## src/dirm_pkg.sv

```systemverilog
// Package of constants and types for the DMA index counter and request multiplexer
package dirm_pkg;

   // Register byte addresses
   localparam logic [31:0] ADDR_LEN  = 32'h500602AC;
   localparam logic [31:0] ADDR_CTRL = 32'h500602B0;
   localparam logic [31:0] ADDR_IDX  = 32'h500602B4;
   localparam logic [31:0] ADDR_MUX  = 32'h50060300;

   // Widths and field layout
   localparam int          IDX_W      = 16;
   localparam int          SEL_W      = 4;
   localparam int          NUM_PAIRS  = 3;
   localparam int          NUM_PERIPH = 15;
   localparam int          SEL01_LSB  = 0;
   localparam int          SEL23_LSB  = 4;
   localparam int          SEL45_LSB  = 8;
   localparam logic [3:0]  SEL_RESET  = 4'hF;
   localparam logic [3:0]  SEL_NONE   = 4'hF;
   localparam logic [15:0] IDX_RESET  = 16'h0000;
   localparam logic [15:0] LEN_RESET  = 16'h0000;

   // Control register bits
   localparam int CTRL_ON_BIT     = 0;
   localparam int CTRL_CIRC_BIT   = 1;
   localparam int CTRL_SECURE_BIT = 2;
   localparam int CTRL_MODE_BIT   = 3;

   // AXI responses
   localparam logic [1:0] RESP_OKAY   = 2'h0;
   localparam logic [1:0] RESP_SLVERR = 2'h2;

   typedef enum logic [2:0] {
      REG_LEN  = 3'b000,
      REG_CTRL = 3'b001,
      REG_IDX  = 3'b010,
      REG_MUX  = 3'b011,
      REG_NONE = 3'b100
   } dirm_reg_t;

   typedef enum logic [0:0] {
      ST_IDLE = 1'b0,
      ST_RUN  = 1'b1
   } dirm_state_t;

   function automatic dirm_reg_t dirm_decode(input logic [31:0] addr);
      case (addr)
         ADDR_LEN:  dirm_decode = REG_LEN;
         ADDR_CTRL: dirm_decode = REG_CTRL;
         ADDR_IDX:  dirm_decode = REG_IDX;
         ADDR_MUX:  dirm_decode = REG_MUX;
         default:   dirm_decode = REG_NONE;
      endcase
   endfunction

   function automatic logic [31:0] dirm_merge(input logic [31:0] old,
                                              input logic [31:0] data,
                                              input logic [3:0]  strb);
      for (int b = 0; b < 4; b++) begin
         dirm_merge[8*b +: 8] = strb[b] ? data[8*b +: 8] : old[8*b +: 8];
      end
   endfunction

endpackage

```

## src/dirm_top.sv

```systemverilog
// Channel 5 progress index, data path and peripheral request multiplexer
//
// Behaviour
// A 16-bit read-only index counts the items the channel has already copied.
// After a non-circular transfer ends and the enable clears, the index holds the length.
// Starting a new non-circular transfer clears the index to zero.
// In circular operation the index returns to zero each time the channel wraps.
// Selector bits 11:8, reset 0xF, map a peripheral pair onto channels 4 and 5.
// Selector bits 7:4, reset 0xF, map a peripheral pair onto channels 2 and 3.
// Selector bits 3:0, reset 0xF, map a peripheral pair onto channels 0 and 1.
// A secure channel 5 has request-triggered mode forced off and ignores requests.
// In each pair the receive request feeds the even channel, the transmit the odd one.
// Selector values 0x0, 0x1 and 0x2 pick the SPI, first UART and second UART pairs.
// Values 0x3 to 0xE pick the further peripherals and 0xF picks none.
// When two selectors match, the lower-numbered one drives the acknowledges.
// In request-triggered mode the channel waits for its request, else it runs at once.
// In circular operation the enable never clears by itself.
// The index steps by one in the cycle an item has been both read and written.
`timescale 1ns/100ps
`default_nettype none
module dirm_top #(
   parameter int DATA_W     = 32,
   parameter int FIFO_DEPTH = 8
) (
   input  wire logic                          core_clk,
   input  wire logic                          rstn,
   input  wire logic [31:0]                   awaddr,
   input  wire logic                          awvalid,
   output logic                               awready,
   input  wire logic [31:0]                   wdata,
   input  wire logic [3:0]                    wstrb,
   input  wire logic                          wvalid,
   output logic                               wready,
   output logic [1:0]                         bresp,
   output logic                               bvalid,
   input  wire logic                          bready,
   input  wire logic [31:0]                   araddr,
   input  wire logic                          arvalid,
   output logic                               arready,
   output logic [31:0]                        rdata,
   output logic [1:0]                         rresp,
   output logic                               rvalid,
   input  wire logic                          rready,
   input  wire logic [dirm_pkg::NUM_PERIPH-1:0] perRxReq,
   input  wire logic [dirm_pkg::NUM_PERIPH-1:0] perTxReq,
   output logic [dirm_pkg::NUM_PERIPH-1:0]    perRxAck,
   output logic [dirm_pkg::NUM_PERIPH-1:0]    perTxAck,
   input  wire logic [4:0]                    chAck,
   output logic [4:0]                         chReq,
   input  wire logic                          srcValid,
   input  wire logic [DATA_W-1:0]             srcData,
   output logic                               srcReady,
   output logic                               dstValid,
   output logic [DATA_W-1:0]                  dstData,
   input  wire logic                          dstReady
);
   localparam int IW = dirm_pkg::IDX_W;
   localparam int LW = $clog2(FIFO_DEPTH + 2);

   typedef struct packed {
      logic                                 awRdy;
      logic                                 awTaken;
      logic [31:0]                          awAddr;
      logic                                 wRdy;
      logic                                 wTaken;
      logic [31:0]                          wData;
      logic [3:0]                           wStrb;
      logic                                 bValid;
      logic [1:0]                           bResp;
      logic                                 arRdy;
      logic                                 rValid;
      logic [31:0]                          rData;
      logic [1:0]                           rResp;
      logic [11:0]                          sel;
      logic                                 ctrlOn;
      logic                                 ctrlCirc;
      logic                                 ctrlSecure;
      logic                                 ctrlMode;
      logic [IW-1:0]                        len;
      logic [IW-1:0]                        idx;
      logic [IW-1:0]                        rdCnt;
      dirm_pkg::dirm_state_t                state;
      logic                                 srcRdy;
      logic [5:0]                           req;
      logic [dirm_pkg::NUM_PERIPH-1:0]      rxAck;
      logic [dirm_pkg::NUM_PERIPH-1:0]      txAck;
   } dirm_st_t;

   dirm_st_t q_ff;
   dirm_st_t nxt_q;

   logic          fifoInRdy;
   logic [LW-1:0] fifoLevel;
   logic          push;
   logic          pop;
   logic          effMode;
   logic          lastItem;
   logic          swStart;
   logic [5:0]    ackAll;

   dirm_fifo #(
      .W     (DATA_W),
      .DEPTH (FIFO_DEPTH)
   ) u_fifo (
      .core_clk (core_clk),
      .rstn     (rstn),
      .inValid  (push),
      .inData   (srcData),
      .inReady  (fifoInRdy),
      .outValid (dstValid),
      .outData  (dstData),
      .outReady (dstReady),
      .level    (fifoLevel)
   );

   assign push     = srcValid && q_ff.srcRdy;
   assign pop      = dstValid && dstReady;
   assign effMode  = q_ff.ctrlMode && !q_ff.ctrlSecure;
   assign lastItem = pop && ((q_ff.idx + IW'(1)) == q_ff.len);
   assign swStart  = q_ff.awTaken && q_ff.wTaken && !q_ff.bValid && q_ff.wStrb[0]
                     && (dirm_pkg::dirm_decode(q_ff.awAddr) == dirm_pkg::REG_CTRL)
                     && q_ff.wData[dirm_pkg::CTRL_ON_BIT] && !q_ff.ctrlOn;
   assign ackAll   = {push && effMode, chAck};

   always_comb begin
      logic [3:0]  s;
      logic [31:0] m;
      s = '0;
      m = '0;
      nxt_q = q_ff;

      // Request multiplexer: rx to the even channel, tx to the odd one
      for (int k = 0; k < dirm_pkg::NUM_PAIRS; k++) begin
         s = q_ff.sel[dirm_pkg::SEL_W*k +: dirm_pkg::SEL_W];
         nxt_q.req[2*k]   = (s != dirm_pkg::SEL_NONE) && perRxReq[s];
         nxt_q.req[2*k+1] = (s != dirm_pkg::SEL_NONE) && perTxReq[s];
      end
      // Acknowledge routing, lowest pair written last so it wins
      nxt_q.rxAck = '0;
      nxt_q.txAck = '0;
      for (int k = dirm_pkg::NUM_PAIRS - 1; k >= 0; k--) begin
         s = q_ff.sel[dirm_pkg::SEL_W*k +: dirm_pkg::SEL_W];
         if (s != dirm_pkg::SEL_NONE) begin
            nxt_q.rxAck[s] = ackAll[2*k];
            nxt_q.txAck[s] = ackAll[2*k+1];
         end
      end

      // Channel 5 progress
      if (push) begin
         nxt_q.rdCnt = q_ff.rdCnt + IW'(1);
         if (q_ff.ctrlCirc && (nxt_q.rdCnt == q_ff.len)) begin
            nxt_q.rdCnt = '0;
         end
      end
      if (pop && q_ff.state == dirm_pkg::ST_RUN) begin
         if (lastItem && q_ff.ctrlCirc) begin
            nxt_q.idx = '0;
         end else if (lastItem) begin
            nxt_q.idx = q_ff.len;
            nxt_q.ctrlOn = 1'b0;
            nxt_q.state = dirm_pkg::ST_IDLE;
         end else begin
            nxt_q.idx = q_ff.idx + IW'(1);
         end
      end

      // Write channel
      if (awvalid && q_ff.awRdy) begin
         nxt_q.awTaken = 1'b1;
         nxt_q.awAddr = awaddr;
      end
      if (wvalid && q_ff.wRdy) begin
         nxt_q.wTaken = 1'b1;
         nxt_q.wData = wdata;
         nxt_q.wStrb = wstrb;
      end
      if (q_ff.bValid && bready) begin
         nxt_q.bValid = 1'b0;
      end
      if (q_ff.awTaken && q_ff.wTaken && !q_ff.bValid) begin
         nxt_q.awTaken = 1'b0;
         nxt_q.wTaken = 1'b0;
         nxt_q.bValid = 1'b1;
         nxt_q.bResp = dirm_pkg::RESP_OKAY;
         case (dirm_pkg::dirm_decode(q_ff.awAddr))
            dirm_pkg::REG_MUX: begin
               m = dirm_pkg::dirm_merge({20'h00000, q_ff.sel}, q_ff.wData, q_ff.wStrb);
               nxt_q.sel = m[11:0];
            end
            dirm_pkg::REG_LEN: begin
               m = dirm_pkg::dirm_merge({16'h0000, q_ff.len}, q_ff.wData, q_ff.wStrb);
               nxt_q.len = m[IW-1:0];
            end
            dirm_pkg::REG_CTRL: begin
               if (q_ff.wStrb[0]) begin
                  nxt_q.ctrlCirc = q_ff.wData[dirm_pkg::CTRL_CIRC_BIT];
                  nxt_q.ctrlSecure = q_ff.wData[dirm_pkg::CTRL_SECURE_BIT];
                  nxt_q.ctrlMode = q_ff.wData[dirm_pkg::CTRL_MODE_BIT];
                  if (swStart) begin
                     nxt_q.ctrlOn = 1'b1;
                     nxt_q.state = dirm_pkg::ST_RUN;
                     nxt_q.idx = '0;
                     nxt_q.rdCnt = '0;
                  end else if (!q_ff.wData[dirm_pkg::CTRL_ON_BIT]) begin
                     nxt_q.ctrlOn = 1'b0;
                     nxt_q.state = dirm_pkg::ST_IDLE;
                  end
               end
            end
            dirm_pkg::REG_IDX: begin
               nxt_q.bResp = dirm_pkg::RESP_OKAY;
            end
            default: begin
               nxt_q.bResp = dirm_pkg::RESP_SLVERR;
            end
         endcase
      end
      nxt_q.awRdy = !nxt_q.awTaken && !nxt_q.bValid;
      nxt_q.wRdy = !nxt_q.wTaken && !nxt_q.bValid;

      // Read channel
      if (q_ff.rValid && rready) begin
         nxt_q.rValid = 1'b0;
      end
      if (arvalid && q_ff.arRdy) begin
         nxt_q.rValid = 1'b1;
         nxt_q.rResp = dirm_pkg::RESP_OKAY;
         nxt_q.rData = '0;
         case (dirm_pkg::dirm_decode(araddr))
            dirm_pkg::REG_IDX:  nxt_q.rData[IW-1:0] = q_ff.idx;
            dirm_pkg::REG_MUX:  nxt_q.rData[11:0] = q_ff.sel;
            dirm_pkg::REG_LEN:  nxt_q.rData[IW-1:0] = q_ff.len;
            dirm_pkg::REG_CTRL: begin
               nxt_q.rData[dirm_pkg::CTRL_ON_BIT] = q_ff.ctrlOn;
               nxt_q.rData[dirm_pkg::CTRL_CIRC_BIT] = q_ff.ctrlCirc;
               nxt_q.rData[dirm_pkg::CTRL_SECURE_BIT] = q_ff.ctrlSecure;
               nxt_q.rData[dirm_pkg::CTRL_MODE_BIT] = effMode;
            end
            default: nxt_q.rResp = dirm_pkg::RESP_SLVERR;
         endcase
      end
      nxt_q.arRdy = !nxt_q.rValid;

      // Source may be taken only with room, a pending item and, in request mode, a request
      nxt_q.srcRdy = (nxt_q.state == dirm_pkg::ST_RUN) && nxt_q.ctrlOn
                     && (!(nxt_q.ctrlMode && !nxt_q.ctrlSecure) || nxt_q.req[5])
                     && (nxt_q.ctrlCirc || (nxt_q.rdCnt < nxt_q.len))
                     && fifoInRdy
                     && ((32'(fifoLevel) + 32'(push)) < FIFO_DEPTH);
   end

   always_ff @(posedge core_clk or negedge rstn) begin
      if (!rstn) begin
         q_ff <= '0;
         q_ff.sel <= {dirm_pkg::SEL_RESET, dirm_pkg::SEL_RESET, dirm_pkg::SEL_RESET};
         q_ff.idx <= dirm_pkg::IDX_RESET;
         q_ff.len <= dirm_pkg::LEN_RESET;
         q_ff.state <= dirm_pkg::ST_IDLE;
      end else begin
         q_ff <= nxt_q;
      end
   end

   assign awready  = q_ff.awRdy;
   assign wready   = q_ff.wRdy;
   assign bvalid   = q_ff.bValid;
   assign bresp    = q_ff.bResp;
   assign arready  = q_ff.arRdy;
   assign rvalid   = q_ff.rValid;
   assign rdata    = q_ff.rData;
   assign rresp    = q_ff.rResp;
   assign chReq    = q_ff.req[4:0];
   assign perRxAck = q_ff.rxAck;
   assign perTxAck = q_ff.txAck;
   assign srcReady = q_ff.srcRdy;
endmodule
`default_nettype wire

```

## src/dirm_fifo.sv

```systemverilog
// Data FIFO with registered output stage
`timescale 1ns/100ps
`default_nettype none
module dirm_fifo #(
   parameter int W     = 32,
   parameter int DEPTH = 8
) (
   input  wire logic                         core_clk,
   input  wire logic                         rstn,
   input  wire logic                         inValid,
   input  wire logic [W-1:0]                 inData,
   output logic                              inReady,
   output logic                              outValid,
   output logic [W-1:0]                      outData,
   input  wire logic                         outReady,
   output logic [$clog2(DEPTH+2)-1:0]        level
);
   localparam int AW = $clog2(DEPTH);
   localparam int CW = $clog2(DEPTH + 2);

   typedef struct packed {
      logic [DEPTH-1:0][W-1:0] mem;
      logic [AW-1:0]           wp;
      logic [AW-1:0]           rp;
      logic [CW-1:0]           cnt;
      logic                    oValid;
      logic [W-1:0]            oData;
   } dirm_fifo_st_t;

   dirm_fifo_st_t q_ff;
   dirm_fifo_st_t nxt_q;

   always_comb begin
      nxt_q = q_ff;
      if (inValid && (q_ff.cnt < CW'(DEPTH))) begin
         nxt_q.mem[q_ff.wp] = inData;
         nxt_q.wp = (q_ff.wp == AW'(DEPTH - 1)) ? '0 : q_ff.wp + AW'(1);
         nxt_q.cnt = nxt_q.cnt + CW'(1);
      end
      if (q_ff.oValid && outReady) begin
         nxt_q.oValid = 1'b0;
      end
      // Refill the output stage from memory when it empties
      if ((!q_ff.oValid || outReady) && (q_ff.cnt != '0)) begin
         nxt_q.oData = q_ff.mem[q_ff.rp];
         nxt_q.oValid = 1'b1;
         nxt_q.rp = (q_ff.rp == AW'(DEPTH - 1)) ? '0 : q_ff.rp + AW'(1);
         nxt_q.cnt = nxt_q.cnt - CW'(1);
      end
   end

   always_ff @(posedge core_clk or negedge rstn) begin
      if (!rstn) begin
         q_ff <= '0;
      end else begin
         q_ff <= nxt_q;
      end
   end

   assign inReady  = q_ff.cnt < CW'(DEPTH);
   assign outValid = q_ff.oValid;
   assign outData  = q_ff.oData;
   assign level    = q_ff.cnt + CW'(q_ff.oValid);
endmodule
`default_nettype wire

```

## config.mk

```make
export PLATFORM = sky130hd
export DESIGN_NAME = dirm_top
export DESIGN_NICKNAME = d
export VERILOG_FILES = /design/src/dirm_pkg.sv /design/src/dirm_top.sv /design/src/dirm_fifo.sv
export SDC_FILE = /design/constraint.sdc
export NUM_CORES = 1
export LEC_CHECK = 0
export ABC_CLOCK_PERIOD_IN_PS = 12500
export BUFFER_PORTS_ARGS = -buffer_cell sky130_fd_sc_hd__buf_2
export CAP_MARGIN = 20
export CORE_UTILIZATION = 47
export CTS_CLUSTER_DIAMETER = 80
export CTS_CLUSTER_SIZE = 16
export DETAILED_ROUTE_END_ITERATION = 10
export PLACE_DENSITY = 0.78
export SLEW_MARGIN = 20
export SYNTH_ARGS = -nofsm -noshare
export SYNTH_HDL_FRONTEND = slang
export SYNTH_SLANG_ARGS = --single-unit
```

## constraint.sdc

```tcl
create_clock -name core_clk -period 12.5 [get_ports core_clk]
set_input_delay 2.5 -clock core_clk [delete_from_list [all_inputs] [get_ports core_clk]]
set_output_delay 2.5 -clock core_clk [all_outputs]
set_load 0.03 [all_outputs]
```

# Word-level counts from Yosys, hierarchy flattened

Index checks and enable logic that the tools add are counted.

Add/sub/neg operators: 8
Magnitude comparators: 12
Eq/ne operators: 22
Muxes and demuxes: 76
Bitwise operators: 2
Reductions and logical operators: 60

Operators by type and width:

| kind                                                                     | number |
|---|---|
| 256-bit bitwise mux                                                      | 1 |
| 32-bit by 31-bit equality test with 1-bit output (second input constant) | 8 |
| 33-bit 2-to-1 mux                                                        | 3 |
| 32-bit binary-select mux with 3-bit select                               | 1 |
| 32-bit demux with 3-bit select                                           | 1 |
| 16-bit 2-to-1 mux                                                        | 6 |
| 32-bit 2-to-1 mux                                                        | 3 |
| 30-bit 2-to-1 mux                                                        | 3 |
| 37-bit 2-to-1 mux                                                        | 2 |
| 15-bit bitwise mux                                                       | 4 |
| 53-bit 2-to-1 mux                                                        | 1 |
| 1-bit logical AND                                                        | 39 |
| 35-bit 2-to-1 mux                                                        | 1 |
| 16-bit by 1-bit adder with 16-bit output (second input constant)         | 2 |
| 16-bit equality test                                                     | 2 |
| 15-bit AND                                                               | 2 |
| 1-bit binary-select mux with 4-bit select                                | 6 |
| 1-bit 2-to-1 mux                                                         | 24 |
| 3-bit case mux with 4 select lines                                       | 2 |
| 8-bit case mux with 3 select lines                                       | 1 |
| 16-bit < comparator                                                      | 1 |
| 8-bit 2-to-1 mux                                                         | 2 |
| 4-bit case mux with 4 select lines                                       | 1 |
| 4-bit by 5-bit < comparator with 1-bit output (second input constant)    | 3 |
| other kinds (26)                                                         | 61 |

Register bits: 495
Input bits: 176
Output and inout bits: 110
Word-level logic and storage cells: 220

# Longest topological paths before layout

Word-level depth: 19
Gate-level depth with buffers: 20
Mapped depth without buffers: 18

# Cells and area by module

A second synthesis with hierarchy kept.

Cell total of the unflattened synthesis: 2148
Area, all modules: 24602.3 µm²

By module, submodules not included:

| module    | instances | cells each | area an instance (µm²) | sequential area each (µm²) |
|---|---|---|---|---|
| dirm_fifo | 1         | 1005       | 13541.7                | 7482.2 |
| dirm_top  | 1         | 1143       | 11060.6                | 4419.2 |

# Least setup slack after synthesis

OpenSTA, ideal clock, no wires.

Kind: input -> register
From: in srcValid
To: reg q_ff (netlist bit srcReady)
Setup time: 0.120 ns
Arrival time: 4.648 ns
Required time: 12.380 ns
Slack: 7.733 ns
Stages on the path: 15
Buffers on the path: 1
Cell sequence: and2_1 -> clkbuf_1 -> nand2_1 -> nor3_1 -> xnor2_1 -> nor2_1 -> ha_1 -> nand4_1 -> nor4_1 -> o21ai_0 -> a211oi_1 -> o31ai_1 -> o2111ai_1 -> nor3_1 -> and3_1

RTL lines:

| element              | line            | text |
|---|---|---|
| from (decl)          | dirm_top.sv:50  | `input wire logic srcValid,` |
| to (signal assigned) | dirm_top.sv:261 | `q_ff <= nxt_q;` |
| to (decl)            | dirm_top.sv:89  | `dirm_st_t q_ff;` |

==> summary.txt <==
Route
  – Met3 WL post-DR: about 3700 microns
  – DR WL/cell: 20.7 microns
  – Wire length on met2: 28400 microns
  – Via count: about 16000
  – Top Metal Used: met5
  – Total wire length: approximately 58000 microns
  – Vias per cell: 5.79
  – Initial DRC count: around 1400
  – Drt pass-1 iters: 7
  – Met1 Wirelength: 24000 microns
  – Antenna viol nets, final: 0
  – # DRC: 0

Layout
  – Fin nets: around 2300
  – Layout overhead on the synthesized area: 9.51%
  – Fill cells: about 4300
  – Commonest non-fill, non-tap cell in the layout: dfrtp_1
  – Post-route design area: about 0.027 sq mm
  – Commonest cells after routing, fill and taps aside: dfrtp_1 (460), mux2_2 (324), buf_2 (248)
  – Layout cells sized above 1: ~36%

Setup path
  – Crit start category: primary input
  – Slowest-stage cell, CP: o21ai_2
  – Critical-path cell list: buf_2 -> nand2_1 -> o21ai_2 -> nor2_1 -> ha_1 -> nand4_1 -> nor4_1 -> o21ai_0 -> a211oi_1 -> o31ai_1 -> o2111ai_1 -> nor3_1 -> and3_1
  – Setup crit end: srcReady
  – Reg2reg end: srcReady
  – Crit path buf inv count: 1
  – R2R Setup Slk: roughly 7.4 ns
  – Cells on worst reg2reg path: 18
  – Setup crit start: srcValid
  – Worst path max stage delay: approximately 0.66 ns
  – Critical path class: primary input to flip-flop
  – Max FO, Critical Path: 19
  – Critical Path End Type: flip-flop
  – Critical Path AT: between 5 and 6 ns
  – Number of cells on the critical path: 13
  – Worst reg2reg startpoint: q_ff[38]
  – Crit path max-delay family: simple AND/OR/NAND/NOR gates
  – Worst Path Required: about 13 ns

Power
  – Clk network pwr share: 31.0%
  – Maximum vdd drop: ~0.13 mV
  – Sw power: 1.17 mW
  – Power per Cell Area: about 140 mW/mm^2
  – Internal: ~2.7 mW
  – Total design power: between 3 and 4 mW
  – Pleak: 12.4 nW
  – Reg power frac: 49.0%
  – Sw Ratio: a little over 30%
  – Logic pwr share: between 20% and 30%

CTS
  – Clk slew on worst S/H paths: about 0.070 ns
  – CTS sink count: between 400 and 500
  – Post-CTS Setup Inserts: 0
  – CTS resizes: 0
  – Num CTS Buffers: 36
  – CTS Root Cell: clkbuf_16
  – CTS tree: yes
  – H-tree levels: 2
  – Skew-Pair Late Insertion Delay: 0.57 ns
  – Clock Tree Buf Depth: 3
  – Post-CTS Hold Fix Bufs: 0

Outcome
  – Status: finished, final reports clean

GRT
  – Pin count of the biggest net entering global routing: ~210
  – Gr ovfl total: 0
  – Vias in the first global route: around 17000
  – Antenna violations before repair: 10
  – Total GRT Usage: 22.0%
  – First-pass GRT wire length: about 92000 microns

Die
  – Core outline area: a little over 0.05 sq mm
  – Row Count: 82
  – I/O Pins: 286
  – Initial Util: 48.0%
  – Die height: 229 microns
  – Die Area: around 0.052 sq mm
  – DIE WIDTH: between 200 and 250 microns

STA
  – Final Max Slew Viols: 0
  – RSZ-0062 raised after global routing: false
  – Worst-Margin Slew: just under 1 ns
  – Setup TNS: 0 ns
  – Tcrit/Tclk final: between 40% and 50%
  – Min Clock Period, post-route: roughly 5.3 ns
  – Skew final: roughly 0.013 ns
  – Worst setup margin: around 7.2 ns
  – Max Fclk: roughly 190 MHz
  – Final Hold Viols: 0
  – Slew headroom: roughly a third
  – Final setup viols: 0

Yosys
  – Ys async rst share: 100%
  – Sequential share of the synthesized area: between 40% and 50%
  – Gate Count Post-Synth: roughly 2000
  – Library cells used by synthesis: 74
  – Cell Area, Synth: around 0.024 sq mm
  – Syn Area/Cell: ~12 sq um
  – Yosys reg bits: about 480
  – Primary FF master, synth: dfrtp_1
  – Ys Warns: 0
  – EDFF count, synth: 0

Placement
  – Pre-CTS WS: between 6 and 7 ns
  – Cell Area, Placed: around 0.025 sq mm
  – Port bufs: ~250
  – Placer Congestion: 0.949
  – DP Wirelength: roughly 38000 microns

Worst hold path
  – Worst min-delay path category: flip-flop to flip-flop
  – Worst hold stages: 2
  – Hold Startpoint: rdata[13]

Flow run
  – Max_cap viols: 0
[metal layers]
metal	up-vias	GRT usage, %
met5	-	0
met4	16	7.17
met3	118	4.15
met2	539	37.4
met1	8153	28.5
li1	7340	-
[metrics by stage]
stage	utilization (%)	std cells	hold slack (ns)
2_1_floorplan	-	2013	0.431
3_3_place_gp	50.3	2738	0.449
3_5_place_dp	50.3	2738	0.466
4_1_cts	52.5	2791	0.482
5_1_grt	52.6	2793	0.508
6_report	52.6	2793	0.476
[worst register-to-register path: stages (launching register included)]
cell and delay [ns]:
dfrtp_1 0.46, ha_1 0.36, xnor2_1 0.16, nand3_1 0.11, a31oi_1 0.18, nand3_1 0.10
or4b_4 0.51, or4_4 0.55, o21ai_2 0.48, nor2_1 0.17, ha_1 0.33, nand4_1 0.17
nor4_1 0.45, o21ai_0 0.17, a211oi_1 0.28, o31ai_1 0.13, o2111ai_1 0.13, nor3_1 0.06
and3_1 0.19
[power by group through the flow]
| stage | sequential, mW | clock, mW | combinational, mW |
|---|---|---|---|
| 2_1_floorplan | 1.80 | 0 | 0.659 |
| 5_1_grt | 1.90 | 1.27 | 0.832 |
| 3_5_place_dp | 1.90 | 0 | 0.773 |
| 6_report | 1.87 | 1.18 | 0.765 |
| 3_3_place_gp | 1.89 | 0 | 0.751 |
| 4_1_cts | 1.87 | 1.22 | 0.775 |
[cells by family after synthesis]
logic type | after synthesis | synth area share, %
xor+xnor | 63 | 2.28
compound gates | 246 | 6.16
simple gates | 458 | 9.54
mux | 478 | 25.9
flops | 475 | 49.1
other cells | 1 | 0.0155
fa+ha+maj | 26 | 1.34
buf+inv | 249 | 5.68
[how the worst min path moves through the flow]
| stage | slack, ns | end |
|---|---|---|
| 6_report | 0.48 | rdata[13] |
| 5_1_grt | 0.51 | rdata[13] |
| 4_1_cts | 0.48 | rdata[13] |
| 3_5_place_dp | 0.47 | rdata[13] |
| 3_3_place_gp | 0.45 | q_ff[86] |
| 2_1_floorplan | 0.43 | q_ff[86] |
[flip-flops by register name, indices dropped and copies added, names as in the netlist]
signal	flops
u_fifo.q_ff	266
q_ff	117
u_fifo.outData	32
rdata	16
perRxAck	15
perTxAck	15
chReq	5
arready	1
awready	1
bresp	1
bvalid	1
rresp	1
rvalid	1
srcReady	1
u_fifo.outValid	1
wready	1
[area by class of cell]
cell class | count | area (sq um) | share of cell area [%]
antenna | 1 | 2.50 | 0.00943
tap | 672 | 841 | 3.17
sequential | 475 | 11900 | 44.9
inverter | 32 | 120 | 0.452
timing repair buffer | 271 | 1460 | 5.49
multi-input combinational | 1289 | 11100 | 41.8
clock buffer | 46 | 970 | 3.65
clock inverter | 7 | 165 | 0.622
[cells in the mapped netlist, types with 20 or more instances]
cell type  number  area share (%)
a21oi_1       104             2.1
buf_1          20            0.31
buf_4         107             3.3
clkbuf_1       68             1.1
dfrtp_1       463              48
ha_1           26             1.3
inv_1          32            0.50
mux2_2        324              15
mux2i_1        67             2.8
mux4_2         87             8.1
nand2_1       120             1.9
nand3_1        33            0.68
nor2_1        114             1.8
nor3_1         63             1.3
o21ai_0        64             1.3
xnor2_1        42             1.5
xor2_1         21            0.76
Power figures use the tool's default switching activity.
